--- src/common/rpcs_pkg.sv ---
// Constants and carrier types of the refresh and port chip select block.
package rpcs_pkg;

  // ----------------------------------------------------------------
  // Register map
  // ----------------------------------------------------------------
  localparam logic [15:0] REG_ADDR = 16'h2072;
  localparam logic [15:0] CFG_RESET = 16'h0000;

  // Register layout, bit 15 first.
  typedef struct packed {
    logic main_slow;
    logic video_slow;
    logic cas_first_refresh_enable;
    logic cas_first_self_refresh;
    logic scsi_decode_enable;
    logic [1:0] printer_port_decode;
    logic printer_port_bus_sel;
    logic [2:0] first_uart_decode;
    logic first_uart_bus_sel;
    logic [2:0] second_uart_decode;
    logic second_uart_bus_sel;
  } rpcs_cfg_t;

  typedef struct packed {
    logic scsi;
    logic printer;
    logic first_uart;
    logic second_uart;
  } rpcs_cs_t;

  // ----------------------------------------------------------------
  // Decode codes and address ranges
  // ----------------------------------------------------------------
  localparam logic [1:0] PAR_OFF = 2'h0;
  localparam logic [1:0] PAR_3BC = 2'h1;
  localparam logic [1:0] PAR_378 = 2'h2;
  localparam logic [1:0] PAR_278 = 2'h3;
  localparam logic [2:0] UART_OFF = 3'h0;
  localparam logic [2:0] UART_3F8 = 3'h1;
  localparam logic [2:0] UART_2F8 = 3'h2;
  localparam logic [2:0] UART_3E8 = 3'h3;
  localparam logic [2:0] UART_2E8 = 3'h4;
  // Address bits 15:4 of the SCSI window.
  localparam logic [11:0] SCSI_BASE = 12'h353;
  // Address bits 15:2 of the four byte printer window.
  localparam logic [13:0] PAR_BASE_3BC = 14'h00EF;
  // Address bits 15:3 of eight byte windows.
  localparam logic [12:0] PAR_BASE_378 = 13'h006F;
  localparam logic [12:0] PAR_BASE_278 = 13'h004F;
  localparam logic [12:0] UART_BASE_3F8 = 13'h007F;
  localparam logic [12:0] UART_BASE_2F8 = 13'h005F;
  localparam logic [12:0] UART_BASE_3E8 = 13'h007D;
  localparam logic [12:0] UART_BASE_2E8 = 13'h005D;

  // ----------------------------------------------------------------
  // Refresh timing
  // ----------------------------------------------------------------
  localparam int CLK_PERIOD_NS = 50;
  localparam int REFRESH_PERIOD_NS = 15600;
  localparam int REFRESH_CYC = REFRESH_PERIOD_NS / CLK_PERIOD_NS;
  localparam int SLOW_FACTOR = 8;
  localparam logic [11:0] NORMAL_LIMIT = 12'(REFRESH_CYC - 1);
  localparam logic [11:0] SLOW_LIMIT = 12'(REFRESH_CYC * SLOW_FACTOR - 1);
  localparam logic [2:0] TICK_LAST = 3'(SLOW_FACTOR - 1);

  // True when the address lies in the window that a serial field selects.
  function automatic logic uart_hit(input logic [15:0] addr,
                                    input logic [2:0] code);
    logic [12:0] base;
    base = 13'h0000;
    case (code)
      UART_3F8: base = UART_BASE_3F8;
      UART_2F8: base = UART_BASE_2F8;
      UART_3E8: base = UART_BASE_3E8;
      UART_2E8: base = UART_BASE_2E8;
      default: base = 13'h0000;
    endcase
    return (code inside {UART_3F8, UART_2F8, UART_3E8, UART_2E8}) &&
           (addr[15:3] == base);
  endfunction : uart_hit

endpackage : rpcs_pkg

--- src/logic/rpcs_port_decode.sv ---
// Combinational chip select decode for the SCSI, printer and serial ports.
`timescale 1ns/1ps
module rpcs_port_decode (
  // Address and configuration
  input wire logic [15:0] addr_i,
  input wire rpcs_pkg::rpcs_cfg_t cfg_i,
  // Decoded selects
  output rpcs_pkg::rpcs_cs_t hit_o
);

  always_comb begin
    hit_o = '0;
    hit_o.scsi = cfg_i.scsi_decode_enable &&
                 (addr_i[15:4] == rpcs_pkg::SCSI_BASE);
    if (cfg_i.printer_port_decode == rpcs_pkg::PAR_3BC) begin
      hit_o.printer = (addr_i[15:2] == rpcs_pkg::PAR_BASE_3BC);
    end else if (cfg_i.printer_port_decode == rpcs_pkg::PAR_378) begin
      hit_o.printer = (addr_i[15:3] == rpcs_pkg::PAR_BASE_378);
    end else if (cfg_i.printer_port_decode == rpcs_pkg::PAR_278) begin
      hit_o.printer = (addr_i[15:3] == rpcs_pkg::PAR_BASE_278);
    end else begin
      hit_o.printer = 1'b0;
    end
    hit_o.first_uart = rpcs_pkg::uart_hit(addr_i, cfg_i.first_uart_decode);
    hit_o.second_uart = rpcs_pkg::uart_hit(addr_i, cfg_i.second_uart_decode);
  end

endmodule : rpcs_port_decode

--- src/logic/rpcs_refresh_gen.sv ---
// Refresh request generator with normal, slow and power down pacing.
`timescale 1ns/1ps
module rpcs_refresh_gen (
  // Clock and reset
  input wire logic clk_i,
  input wire logic rst_n_i,
  // Control
  input wire logic slow_i,
  input wire logic fpd_i,
  input wire logic tick_i,
  // Request
  output logic req_o
);

  typedef struct packed {
    logic [11:0] cnt;
    logic [2:0] ticks;
    logic req;
  } rpcs_ref_state_t;

  rpcs_ref_state_t q;
  rpcs_ref_state_t d;

  always_comb begin
    d = q;
    d.req = 1'b0;
    if (fpd_i) begin
      d.cnt = 12'h000;
      if (tick_i) begin
        if (!slow_i || q.ticks == rpcs_pkg::TICK_LAST) begin
          d.ticks = 3'h0;
          d.req = 1'b1;
        end else begin
          d.ticks = q.ticks + 3'h1;
        end
      end
    end else begin
      d.ticks = 3'h0;
      if (q.cnt >= (slow_i ? rpcs_pkg::SLOW_LIMIT : rpcs_pkg::NORMAL_LIMIT))
      begin
        d.cnt = 12'h000;
        d.req = 1'b1;
      end else begin
        d.cnt = q.cnt + 12'h001;
      end
    end
  end

  always_ff @(posedge clk_i or negedge rst_n_i) begin
    if (!rst_n_i) begin
      q <= '0;
    end else begin
      q <= d;
    end
  end

  assign req_o = q.req;

  // ----------------------------------------------------------------
  // Checks
  // ----------------------------------------------------------------
  // Gap and tick count since the last request, while the mode holds.
  logic [11:0] gap_q;
  logic [3:0] tick_seen_q;
  logic steady_q;
  logic mode_slow_q;
  logic mode_fpd_q;
  always_ff @(posedge clk_i or negedge rst_n_i) begin
    if (!rst_n_i) begin
      gap_q <= 12'h000;
      tick_seen_q <= 4'h0;
      steady_q <= 1'b0;
      mode_slow_q <= 1'b0;
      mode_fpd_q <= 1'b0;
    end else begin
      mode_slow_q <= slow_i;
      mode_fpd_q <= fpd_i;
      gap_q <= q.req ? 12'h000 : gap_q + 12'h001;
      tick_seen_q <= q.req ? {3'h0, tick_i} : tick_seen_q + {3'h0, tick_i};
      if (q.req) begin
        steady_q <= 1'b1;
      end else if (slow_i != mode_slow_q || fpd_i != mode_fpd_q) begin
        steady_q <= 1'b0;
      end
    end
  end
endmodule : rpcs_refresh_gen

--- src/logic/rpcs_top.sv ---
// Refresh control and port chip select register with its decode logic.
`timescale 1ns/1ps

module rpcs_top (
  // Clock and reset
  input wire logic clk_i,
  input wire logic rst_n_i,
  // CPU I/O bus
  input wire logic [15:0] io_addr_i,
  input wire logic io_wr_i,
  input wire logic io_rd_i,
  input wire logic [15:0] io_data_i,
  output logic [15:0] io_data_o,
  output logic io_data_oe_o,
  // Power state and refresh tick
  input wire logic full_power_down_i,
  input wire logic suspend_i,
  input wire logic low_rate_refresh_tick_i,
  // DRAM refresh control
  output logic main_refresh_req_o,
  output logic video_refresh_req_o,
  output logic cas_first_refresh_enable_o,
  output logic cas_hold_low_o,
  // Port chip selects
  output logic cs_scsi_o,
  output logic cs_printer_o,
  output logic cs_first_uart_o,
  output logic cs_second_uart_o,
  // Port bus placement, 0 local peripheral bus, 1 expansion bus
  output logic printer_port_bus_sel_o,
  output logic first_uart_bus_sel_o,
  output logic second_uart_bus_sel_o
);

  // ----------------------------------------------------------------
  // Reset release
  // ----------------------------------------------------------------
  logic [1:0] rst_sync_q;
  logic rst_n;

  always_ff @(posedge clk_i or negedge rst_n_i) begin
    if (!rst_n_i) begin
      rst_sync_q <= 2'h0;
    end else begin
      rst_sync_q <= {rst_sync_q[0], 1'b1};
    end
  end

  assign rst_n = rst_sync_q[1];

  // ----------------------------------------------------------------
  // State
  // ----------------------------------------------------------------
  typedef struct packed {
    logic [15:0] addr_s1;
    logic [15:0] addr_s2;
    logic [15:0] data_s1;
    logic [15:0] data_s2;
    logic wr_s1;
    logic wr_s2;
    logic wr_prev;
    logic rd_s1;
    logic rd_s2;
    logic tick_s1;
    logic tick_s2;
    logic tick_prev;
    logic fpd_s1;
    logic fpd_s2;
    logic susp_s1;
    logic susp_s2;
    rpcs_pkg::rpcs_cfg_t cfg;
    logic [15:0] rdata;
    logic rdata_oe;
    rpcs_pkg::rpcs_cs_t cs;
    logic cas_first;
    logic cas_hold;
  } rpcs_state_t;

  rpcs_state_t q;
  rpcs_state_t d;
  rpcs_pkg::rpcs_cs_t hit;
  logic wr_edge;
  logic reg_sel;
  logic tick_pulse;
  logic main_req;
  logic video_req;

  // Multi-bit address and data are taken two cycles after the pins; the
  // CPU holds them stable around its strobe, so skew between bits is
  // settled by the time the synced strobe edge is seen.
  assign reg_sel = (q.addr_s2 == rpcs_pkg::REG_ADDR);
  assign wr_edge = q.wr_s2 && !q.wr_prev;
  assign tick_pulse = q.tick_s2 && !q.tick_prev;

  rpcs_port_decode u_decode (
    .addr_i(q.addr_s2),
    .cfg_i(q.cfg),
    .hit_o(hit)
  );

  rpcs_refresh_gen u_main_refresh (
    .clk_i(clk_i),
    .rst_n_i(rst_n),
    .slow_i(q.cfg.main_slow),
    .fpd_i(q.fpd_s2),
    .tick_i(tick_pulse),
    .req_o(main_req)
  );

  rpcs_refresh_gen u_video_refresh (
    .clk_i(clk_i),
    .rst_n_i(rst_n),
    .slow_i(q.cfg.video_slow),
    .fpd_i(q.fpd_s2),
    .tick_i(tick_pulse),
    .req_o(video_req)
  );

  // ----------------------------------------------------------------
  // Next state
  // ----------------------------------------------------------------
  always_comb begin
    d = q;
    d.addr_s1 = io_addr_i;
    d.addr_s2 = q.addr_s1;
    d.data_s1 = io_data_i;
    d.data_s2 = q.data_s1;
    d.wr_s1 = io_wr_i;
    d.wr_s2 = q.wr_s1;
    d.wr_prev = q.wr_s2;
    d.rd_s1 = io_rd_i;
    d.rd_s2 = q.rd_s1;
    d.tick_s1 = low_rate_refresh_tick_i;
    d.tick_s2 = q.tick_s1;
    d.tick_prev = q.tick_s2;
    d.fpd_s1 = full_power_down_i;
    d.fpd_s2 = q.fpd_s1;
    d.susp_s1 = suspend_i;
    d.susp_s2 = q.susp_s1;
    if (wr_edge && reg_sel) begin
      d.cfg = rpcs_pkg::rpcs_cfg_t'(q.data_s2);
    end
    d.rdata_oe = q.rd_s2 && reg_sel;
    d.rdata = (q.rd_s2 && reg_sel) ? 16'(q.cfg) : 16'h0000;
    d.cs = hit;
    d.cas_first = q.cfg.cas_first_refresh_enable;
    d.cas_hold = q.cfg.cas_first_self_refresh && q.susp_s2;
  end

  always_ff @(posedge clk_i or negedge rst_n) begin
    if (!rst_n) begin
      q <= '0;
    end else begin
      q <= d;
    end
  end

  // ----------------------------------------------------------------
  // Outputs
  // ----------------------------------------------------------------
  assign io_data_o = q.rdata;
  assign io_data_oe_o = q.rdata_oe;
  assign main_refresh_req_o = main_req;
  assign video_refresh_req_o = video_req;
  assign cas_first_refresh_enable_o = q.cas_first;
  assign cas_hold_low_o = q.cas_hold;
  assign cs_scsi_o = q.cs.scsi;
  assign cs_printer_o = q.cs.printer;
  assign cs_first_uart_o = q.cs.first_uart;
  assign cs_second_uart_o = q.cs.second_uart;
  assign printer_port_bus_sel_o = q.cfg.printer_port_bus_sel;
  assign first_uart_bus_sel_o = q.cfg.first_uart_bus_sel;
  assign second_uart_bus_sel_o = q.cfg.second_uart_bus_sel;

  // Copy of the last written word, taken from the synced data and not from
  // the register, so that a write that fails to land shows up on a read.
  logic [15:0] wr_shadow_q;

  always_ff @(posedge clk_i or negedge rst_n) begin
    if (!rst_n) begin
      wr_shadow_q <= rpcs_pkg::CFG_RESET;
    end else if (wr_edge && reg_sel) begin
      wr_shadow_q <= q.data_s2;
    end
  end
endmodule : rpcs_top

--- config.mk ---
export PLATFORM = sky130hd
export DESIGN_NAME = rpcs_top
export DESIGN_NICKNAME = d
export VERILOG_FILES = /design/src/common/rpcs_pkg.sv /design/src/logic/rpcs_port_decode.sv /design/src/logic/rpcs_refresh_gen.sv /design/src/logic/rpcs_top.sv
export SDC_FILE = /design/constraint.sdc
export NUM_CORES = 1
export LEC_CHECK = 0
export ABC_AREA = 1
export BUFFER_PORTS_ARGS = -buffer_cell sky130_fd_sc_hd__buf_4
export CAP_MARGIN = 10
export CORE_ASPECT_RATIO = 0.7
export CORE_MARGIN = 2
export CORE_UTILIZATION = 30
export CTS_CLUSTER_DIAMETER = 100
export DETAILED_ROUTE_END_ITERATION = 10
export PLACE_DENSITY = 0.52
export SYNTH_ARGS = -nofsm -noshare
export SYNTH_HDL_FRONTEND = slang
export SYNTH_SLANG_ARGS = --single-unit
--- constraint.sdc ---
create_clock -name clk_i -period 4.8 [get_ports clk_i]
set_input_delay 0.72 -clock clk_i [delete_from_list [all_inputs] [get_ports clk_i]]
set_output_delay 0.72 -clock clk_i [all_outputs]
set_load 0.03 [all_outputs]
==> results of run 1 <==
## per-stage QoR
stage,cells,hold slack [ns],power (W),area (sq um)
2_1_floorplan,519,0.331,0.00138,5630
3_3_place_gp,801,0.336,0.00142,6270
3_5_place_dp,801,0.335,0.00142,6270
4_1_cts,833,0.0385,0.00274,6860
5_1_grt,833,0.0343,0.00282,6860
6_report,833,0.0603,0.00270,6860
## worst max-delay path by stage
stage / start / endpoint / slack, ns / cells past startpoint
floorplan: rst_sync_q[1]$_DFF_PN0_ / cas_first_refresh_enable_o$_DFF_PN0_ / 0.34 / 0
global route: q[37]$_DFFE_PN0P_ / u_video_refresh.q[4]$_DFF_PN0_ / 2.79 / 9
CTS: q[37]$_DFFE_PN0P_ / u_video_refresh.q[7]$_DFF_PN0_ / 2.97 / 9
detailed placement: q[37]$_DFFE_PN0P_ / u_video_refresh.q[7]$_DFF_PN0_ / 2.99 / 9
finish: q[37]$_DFFE_PN0P_ / u_video_refresh.q[4]$_DFF_PN0_ / 2.96 / 9
global placement: q[91]$_DFF_PN0_ / io_data_o[15]$_DFF_PN0_ / 3.10 / 5
## flip-flops by register name, summed over array words and instances, names as in the netlist
register                    flops
q                              49
d                              40
io_data_o                      16
u_main_refresh.q               15
u_video_refresh.q              15
rst_sync_q                      2
cas_first_refresh_enable_o      1
cas_hold_low_o                  1
cs_first_uart_o                 1
cs_printer_o                    1
cs_scsi_o                       1
cs_second_uart_o                1
first_uart_bus_sel_o            1
io_data_oe_o                    1
printer_port_bus_sel_o          1
second_uart_bus_sel_o           1
u_main_refresh.req_o            1
u_video_refresh.req_o           1
## critical path, cell delays in order, from the launching register on
cell	delay, ns
dfrtp_1	0.39
inv_1	0.17
ha_1	0.28
nand2_1	0.07
inv_1	0.04
nand2_1	0.07
nor2_1	0.05
nor2_1	0.22
nand2_1	0.28
nor2_1	0.19
## power by group
part / switching (W) / internal [W] / leakage (nW) / total (W)
clock: 0.000609 / 0.000696 / 0.282 / 0.00130
sequential: 0.0000274 / 0.00129 / 1.89 / 0.00132
combinational: 0.0000438 / 0.0000322 / 1.15 / 0.0000760
total: 0.000680 / 0.00202 / 3.33 / 0.00270
## kinds of logic (layout without fill, tap and decap cells)
family,count (synthesis),in the layout
AO/OA/AOI/OAI,24,24
adder cells (fa/ha/maj),12,12
buffers and inverters,80,158
XOR/XNOR,11,11
other,1,1
flip-flops,149,149
AND/OR/NAND/NOR,242,242
## layer usage
metal / share of wire [%] / wire [um] / vias up / global-route usage [%]
li1: - / - / 1752 / -
met1: 49 / 5320 / 1755 / 17.0
met2: 44 / 4810 / 86 / 17.1
met3: 5.6 / 615 / 14 / 4.32
met4: 1.4 / 153 / 0 / 4.18
met5: 0 / 0 / - / 0
## synth_stat cells, drive strengths merged (4+ instances only)
cell    instances
o21ai          10
nand4          26
nor2           88
inv            57
nand3          25
a21oi           7
dfrtp         149
ha             12
buf            23
nand2         102
xor2            9
o21bai          4
## layout make-up
type / count / area (sq um)
Timing Repair Buffer: 69 / 518
Fill cell: 1776 / 11400
Clock buffer: 17 / 425
Sequential cell: 149 / 3730
Clock inverter: 15 / 160
Multi-Input combinational cell: 290 / 1510
Inverter: 57 / 214
Tap cell: 236 / 295
==> metrics.yaml, run 1 <==
clock_network:
  cts_sinks: 149
  htree_levels: 4
  clk_path_buf_depth: 2
  clkLatencyLatePin_ns: 0.42
  cts_resized: 0
  root_buffer: "clkbuf_16"
  cts_buffers: 17
  post_cts_buffers: 0
  cts_tree: "built"
  hold_buffers: 0
  clkTransAtPathRegs_ns: 0.07
floorplan:
  die_area_sq_um: 19900
  die_w_um: 168
  start_util_pct: 30.9
  core_sq_um: 18200
  rows: 41
  io_pins: 67
  die_h_um: 119
hold_path:
  hp-class: "input port to asynchronous set/reset pin"
synthesis:
  ys_async_sr_fraction_pct: 100
  synth_simple_gate_area_share_pct: 20.0
  ys_types: 24
  yosys.area.top_type: "dfrtp_1"
  netlist_top_cells_area: "dfrtp_1 66%, nand2_1 6.8%, nor2_1 5.0%"
  netlist_instances: 519
  synth_ff_type: "dfrtp_1"
  synth.area.mux_share_pct: 0
  syn_nets: 570
  synth_top_family_by_area: "simple AND/OR/NAND/NOR gates"
  synth_compound_area_share_pct: 2.44
  synthAdderAreaFrac_pct: 2.67
  yosysTopAreaCellShare_pct: 66.2
  synth_edf_count: 0
  syn_area_sq_um: 5630
  yosysWarnings: 0
  synth_seq_area_share_pct: 66.2
  synthXorXnorAreaFrac_pct: 1.71
  syn_avg_cell_area_sq_um: 10.9
  synth.ff_latch_count: 149
sta:
  period_share_pct: 38.4
  rsz0062_at_grt: "false"
  fmax_ghz: 0.543
  fin_ws_ns: 2.96
  slew_headroom_pct: 54.1
  setup_tns_ns: 0
  skew_ns: 0.00838
  post-route-min-period_ns: 1.84
  setup_viol: 0
  slew_viol_final: 0
  hold_viol: 0
  worstMarginPinSlew_ns: 0.688
setup_path:
  worst-r2r-setup-slack_ns: 2.96
  required_ns: 5.14
  rr_startpoint: "q[37]$_DFFE_PN0P_"
  cp-end-kind: "flip-flop"
  crit_path_max_fanout: 10
  r2r_end: "u_video_refresh.q[4]$_DFF_PN0_"
  criticalPathCategory: "flip-flop to flip-flop"
  crit_arrival_ns: 2.19
  r2r_cells: 9
  cp-start-kind: "flip-flop"
placed_design:
  portBuffers: 66
  dp_hpwl_um: 7480
  post-place-ws_ns: 2.99
  gp_congestion: 0.816
cells_and_area:
  final_util_pct: 37.7
  synthToLayoutAreaGrowth_pct: 21.8
  final_cell_mix: "148 x dfrtp_1, 102 x nand2_1, 75 x nor2_1"
  num_antenna_cells: 0
  final_common_cell: "dfrtp_1"
  drive_above_1_share_pct: 19.9
  fin_nets: 635
pwr:
  power_density_nw_per_um2: 394
  p_leak_nw: 3.33
  ir_worst_vdd_v: 0.000178
global_route:
  grt_pass1_vias: 3684
  grt_pass1_wl_um: 18600
  grt-ovfl-total: 0
  grt_max_degree: 57
  antenna_found_initial: 0
  groute.usage.overall_pct: 12.1
run:
  drv_cap: 0
status:
  status: "finished clean"
route:
  viasPerCell: 4.33
  ant_nets: 0
  drt_first_iter_violations: 272
  wl_per_cell_um: 13.1
  first_pass_iters: 4
  drc: 0
  drt_wl_total_um: 10900
  via_count: 3607
Power figures use the tool's default switching activity.
==> inputs of run 2 (changes only) <==
==> constraint.sdc (replaced) <==
create_clock -name clk_i -period 1.9 [get_ports clk_i]
set_input_delay 0.285 -clock clk_i [delete_from_list [all_inputs] [get_ports clk_i]]
set_output_delay 0.285 -clock clk_i [all_outputs]
set_load 0.03 [all_outputs]
==> run 2 against run 1 <==
  * Total power rose to 2.7 times the previous value
  * Critical path depth down 2
  * Combinational power rose to 3.6 times the previous value
  * Clock skew is 0.0076 ns higher
  * Design area rose by 7.2%
  * Count of clock-buffer cells in the layout stayed put
  * Sequential share of layout area down 3.7 points
  * Hold slack better by 0.10 ns
  * Core utilization is 2.7 points higher
  * Critical path type unchanged
  * Die area is the same
==> metrics.yaml, run 2 (synthesis results as in run 1) <==
cells_and_area:
  fin_nets: 676  # +6.5%
  top_register: "q"
  synthToLayoutAreaGrowth_pct: 30.6
  largest_reg_flops: 49  # unchanged
  drive_above_1_share_pct: 19.6  # -0.34 points
  final_common_cell: "dfrtp_1"
  num_antenna_cells: 0  # unchanged
  final_cell_mix: "148 x dfrtp_1, 100 x nand2_1, 74 x nor2_1"
  stdcell_count: 874  # +4.9%
floorplan:
  io_pins: 67  # unchanged
  start_util_pct: 30.9  # unchanged
  rows: 41  # unchanged
  die_area_sq_um: 19900  # unchanged
  core_sq_um: 18200  # unchanged
  die_h_um: 119  # unchanged
  die_w_um: 168  # unchanged
setup_path:
  cp-start-kind: "flip-flop"
  crit_arrival_ns: 2.03  # -0.16 ns
  slowest_stage: "dfrtp_1"
  worst-r2r-setup-slack_ns: 0.21  # -2.75 ns
  max_stage_delay_ns: 0.38  # about the same
  rr_startpoint: "q[37]$_DFFE_PN0P_"
  required_ns: 2.25  # -2.89 ns
  criticalPathCategory: "flip-flop to flip-flop"
  crit_path_max_fanout: 10  # unchanged
  r2r_cells: 7  # -2
  r2r_end: "u_video_refresh.q[13]$_DFF_PN0_"
  path_buf_inv: 1  # -1
  cp_num_cells: 7  # -2
  cp_cell_sequence: "inv_1 > ha_1 > a21oi_1 > nor2_1 > nor2_2 > nand2_2 > nor2_1"
  crit_family: "simple AND/OR/NAND/NOR gates"
  path_common_cell: "nor2_1"
  cp-end-kind: "flip-flop"
run:
  drv_cap: 0  # unchanged
clock_network:
  clk_path_buf_depth: 2  # unchanged
  cts_tree: "built"
  clkLatencyLatePin_ns: 0.43  # about the same
  cts_buffers: 17  # unchanged
  htree_levels: 4  # unchanged
  clkTransAtPathRegs_ns: 0.07  # about the same
  root_buffer: "clkbuf_16"
  cts_sinks: 149  # unchanged
route:
  drc: 0  # unchanged
  drt_first_iter_violations: 151  # -44%
  ant_nets: 0  # unchanged
  first_pass_iters: 4  # unchanged
  viasPerCell: 4.25  # -1.8%
  wl_per_cell_um: 12.9  # -1.8%
  via_count: 3716  # +3.0%
  drt_wl_total_um: 11200  # +3.1%
global_route:
  grt_max_degree: 42  # -26%
  antenna_found_initial: 0  # unchanged
  grt_pass1_vias: 3880  # +5.3%
  grt-ovfl-total: 0  # unchanged
  grt_pass1_wl_um: 18800  # +0.74%
  groute.usage.overall_pct: 12.3  # +0.26 points
hold_path:
  hp-class: "input port to asynchronous set/reset pin"
placed_design:
  dp_cells: 804  # +0.37%
  gp_congestion: 0.785  # -3.9%
  post-place-ws_ns: 0.0906  # -2.90 ns
  dp_hpwl_um: 7770  # +3.9%
  portBuffers: 66  # unchanged
status:
  status: "finished clean"
sta:
  setup_tns_ns: 0  # unchanged
  post-route-min-period_ns: 1.69  # -0.155 ns
  period_share_pct: 88.9  # +50 points
  fmax_ghz: 0.592  # +9.2%
  hold_viol: 0  # unchanged
  setup_viol: 0  # unchanged
  worstMarginPinSlew_ns: 0.579  # -0.109 ns
  skew_ns: 0.0160  # +0.00758 ns
  fin_ws_ns: 0.212  # -2.75 ns
  slew_viol_final: 0  # unchanged
  rsz0062_at_grt: "false"
  slew_headroom_pct: 61.4  # +7.3 points
pwr:
  power_density_nw_per_um2: 977  # +150%
  p_leak_nw: 3.55  # +6.5%
  ir_worst_vdd_v: 0.000470  # +160%
==> run 2: timing repair <==
item,CTS,global route
endpoints found under the setup margin,0,11
endpoints found under the hold margin,39,0
gates resized for setup,0,3
buffers inserted,0,0
hold buffers,38,0
==> run 2: worst max path at each step <==
stage          slack (ns)                              endpoint                    start
2_1_floorplan        0.34  cas_first_refresh_enable_o$_DFF_PN0_  rst_sync_q[1]$_DFF_PN0_
3_3_place_gp         0.21       u_video_refresh.q[15]$_DFF_PN0_        q[37]$_DFFE_PN0P_
3_5_place_dp         0.09       u_video_refresh.q[13]$_DFF_PN0_        q[37]$_DFFE_PN0P_
4_1_cts              0.06       u_video_refresh.q[13]$_DFF_PN0_        q[37]$_DFFE_PN0P_
5_1_grt              0.05        u_video_refresh.q[9]$_DFF_PN0_        q[37]$_DFFE_PN0P_
6_report             0.21       u_video_refresh.q[13]$_DFF_PN0_        q[37]$_DFFE_PN0P_
==> run 2: layout make-up <==
cell class,instances,area (sq um)
well taps,236,295
repair buffers,110,958
inverters,57,214
fillers,1704,10900
clock buffers,17,425
multi-input cells,290,1520
flip-flops and latches,149,3730
clock inverters,15,208
==> run 2: through the flow <==
stage / hold WS [ns] / utilization [%] / cell area, sq um / total power (W)
2_1_floorplan: -0.0106 / - / 5640 / 0.00348
3_3_place_gp: 0.0685 / 34.8 / 6330 / 0.00360
3_5_place_dp: 0.0711 / 34.8 / 6330 / 0.00361
4_1_cts: 0.148 / 40.3 / 7350 / 0.00728
5_1_grt: 0.153 / 40.4 / 7350 / 0.00745
6_report: 0.162 / 40.4 / 7350 / 0.00718
==> run 2: metal layers <==
layer  global-route usage [%]  part of all wire [%]
met1                     16.2                    47
met2                     18.8                    47
met3                     3.58                   5.2
met4                     5.71                   1.6
met5                        0                     0
==> run 2: report_power, final <==
group	internal (W)	leakage [nW]	switching, W	total (W)
Sequential	0.00327	1.89	0.0000676	0.00334
Clock	0.00213	0.310	0.00144	0.00357
Combinational	0.000143	1.34	0.000129	0.000272
==> inputs of run 3 (changes only) <==
--- a/config.mk
+++ b/config.mk
@@ -14,6 +14,7 @@
 export CTS_CLUSTER_DIAMETER = 100
 export DETAILED_ROUTE_END_ITERATION = 10
 export PLACE_DENSITY = 0.52
+export SKIP_LAST_GASP = 1
 export SYNTH_ARGS = -nofsm -noshare
 export SYNTH_HDL_FRONTEND = slang
 export SYNTH_SLANG_ARGS = --single-unit
==> constraint.sdc (replaced) <==
create_clock -name clk_i -period 1.9 [get_ports clk_i]
set_input_delay 0.38 -clock clk_i [delete_from_list [all_inputs] [get_ports clk_i]]
set_output_delay 0.38 -clock clk_i [all_outputs]
set_load 0.03 [all_outputs]
==> run 3 against run 2 <==
  * Clock skew shrank 0.00088 ns
  * Combinational power shrank 22%
  * Final cell count shrank 4.2%
  * Critical path depth is the same
  * Flip-flop and latch count is the same
  * Hold slack lost 0.10 ns
  * Non-clock buffer count shrank 37
==> metrics.yaml, run 3 (synthesis results as in run 1) <==
setup_path:
  cp-end-kind: "flip-flop"
  r2r_end: "u_video_refresh.q[13]$_DFF_PN0_"
  worst-r2r-setup-slack_ns: 0.22  # about the same
  crit_path_max_fanout: 10  # unchanged
  required_ns: 2.24  # about the same
  crit_arrival_ns: 2.02  # about the same
  cp-start-kind: "flip-flop"
  r2r_cells: 7  # unchanged
  criticalPathCategory: "flip-flop to flip-flop"
  rr_startpoint: "q[37]$_DFFE_PN0P_"
pwr:
  power_w: 0.00711  # -0.97%
  power_density_nw_per_um2: 1020  # +4.3%
  p_leak_nw: 3.39  # -4.4%
  ir_worst_vdd_v: 0.000468  # -0.46%
cells_and_area:
  final_cell_mix: "148 x dfrtp_1, 100 x nand2_1, 74 x nor2_1"
  synthToLayoutAreaGrowth_pct: 24.0
  stdcell_count: 837  # -4.2%
  final_common_cell: "dfrtp_1"
  fin_nets: 639  # -5.5%
  largest_reg_flops: 49  # unchanged
  top_register: "q"
  drive_above_1_share_pct: 20.8  # +1.2 points
  num_antenna_cells: 0  # unchanged
clock_network:
  clkTransAtPathRegs_ns: 0.07  # about the same
  clkLatencyLatePin_ns: 0.42  # about the same
  post_cts_buffers: 0  # unchanged
  htree_levels: 4  # unchanged
  cts_sinks: 149  # unchanged
  clk_path_buf_depth: 2  # unchanged
  root_buffer: "clkbuf_16"
  cts_buffers: 17  # unchanged
  cts_tree: "built"
floorplan:
  core_sq_um: 18200  # unchanged
  io_pins: 67  # unchanged
  rows: 41  # unchanged
  start_util_pct: 30.9  # unchanged
  die_w_um: 168  # unchanged
  die_h_um: 119  # unchanged
  die_area_sq_um: 19900  # unchanged
sta:
  fmax_ghz: 0.594  # +0.36%
  post-route-min-period_ns: 1.68  # -0.00604 ns
  skew_ns: 0.0151  # -0.000876 ns
  slew_headroom_pct: 61.5  # +0.12 points
  setup_tns_ns: 0  # unchanged
  slew_viol_final: 0  # unchanged
  rsz0062_at_grt: "false"
  worstMarginPinSlew_ns: 0.577  # -0.00187 ns
  hold_viol: 0  # unchanged
  setup_viol: 0  # unchanged
  period_share_pct: 88.5  # -0.32 points
hold_path:
  hp-class: "input port to flip-flop"
  min_from: "io_addr_i[7]"
  holdPathEnd: "d[90]$_DFF_PN0_"
  whs_path_depth: 1
placed_design:
  dp_hpwl_um: 7770  # unchanged
  dp_cells: 804  # unchanged
  gp_congestion: 0.785  # unchanged
  portBuffers: 66  # unchanged
global_route:
  grt-ovfl-total: 0  # unchanged
  groute.usage.overall_pct: 12.0  # -0.28 points
  antenna_found_initial: 0  # unchanged
  grt_pass1_wl_um: 18300  # -2.3%
  grt_pass1_vias: 3742  # -3.6%
  grt_max_degree: 42  # unchanged
run:
  drv_cap: 0  # unchanged
route:
  ant_nets: 0  # unchanged
  drt_first_iter_violations: 149  # -1.3%
  drt_wl_total_um: 10900  # -2.8%
  drc: 0  # unchanged
  viasPerCell: 4.28  # +0.57%
  first_pass_iters: 4  # unchanged
  via_count: 3579  # -3.7%
  wl_per_cell_um: 13.1  # +1.5%
status:
  status: "finished clean"
[run 3: layout make-up]
class                           instances  area (sq um)
Fill cell                            1731         11200
Sequential cell                       149          3730
Multi-Input combinational cell        290          1520
Timing Repair Buffer                   73           588
Clock buffer                           17           425
Tap cell                              236           295
Inverter                               57           214
Clock inverter                         15           208
[run 3: how the worst max path moves through the flow]
stage               slack, ns                     from                              endpoint  depth (start not counted)
global route             0.05        q[37]$_DFFE_PN0P_        u_video_refresh.q[9]$_DFF_PN0_                          7
floorplan                0.34  rst_sync_q[1]$_DFF_PN0_  cas_first_refresh_enable_o$_DFF_PN0_                          0
global placement         0.21        q[37]$_DFFE_PN0P_       u_video_refresh.q[15]$_DFF_PN0_                          7
CTS                      0.06        q[37]$_DFFE_PN0P_       u_video_refresh.q[13]$_DFF_PN0_                          7
finish                   0.22        q[37]$_DFFE_PN0P_       u_video_refresh.q[13]$_DFF_PN0_                          7
detailed placement       0.09        q[37]$_DFFE_PN0P_       u_video_refresh.q[13]$_DFF_PN0_                          7
[run 3: critical path, stage by stage, from the launching register on]
cell and delay, ns:
dfrtp_1 0.38, inv_1 0.19, ha_1 0.29, a21oi_1 0.16, nor2_1 0.09, nor2_2 0.17, nand2_2 0.17, nor2_1 0.14
[run 3: repair_timing]
action | in CTS | in global routing
resized for setup | 0 | 3
endpoints found under the hold margin | 2 | 0
setup endpoints to repair | 0 | 11
hold buffers | 1 | 0
[run 3: metrics by stage]
stage / worst slack (ns) / util (%) / instance area [sq um] / hold slack, ns
after floorplan: 0.341 / - / 5640 / 0.0844
after global placement: 0.212 / 34.8 / 6330 / 0.163
after detailed placement: 0.0906 / 34.8 / 6330 / 0.166
after CTS: 0.0600 / 38.3 / 6980 / 0.0354
after global routing: 0.0461 / 38.3 / 6980 / 0.0340
final: 0.218 / 38.3 / 6980 / 0.0585
[run 3: report_power, final]
part / internal, W / total (W) / switching [W]
sequential: 0.00327 / 0.00334 / 0.0000676
combinational: 0.0000935 / 0.000211 / 0.000117
clock: 0.00213 / 0.00357 / 0.00143
[run 3: layer usage]
metal / global-route usage (%) / up-vias / wire [um]
li1: - / 1764 / -
met1: 16.1 / 1725 / 5170
met2: 17.8 / 84 / 5080
met3: 3.68 / 6 / 598
met4: 5.71 / 0 / 72
met5: 0 / - / 0
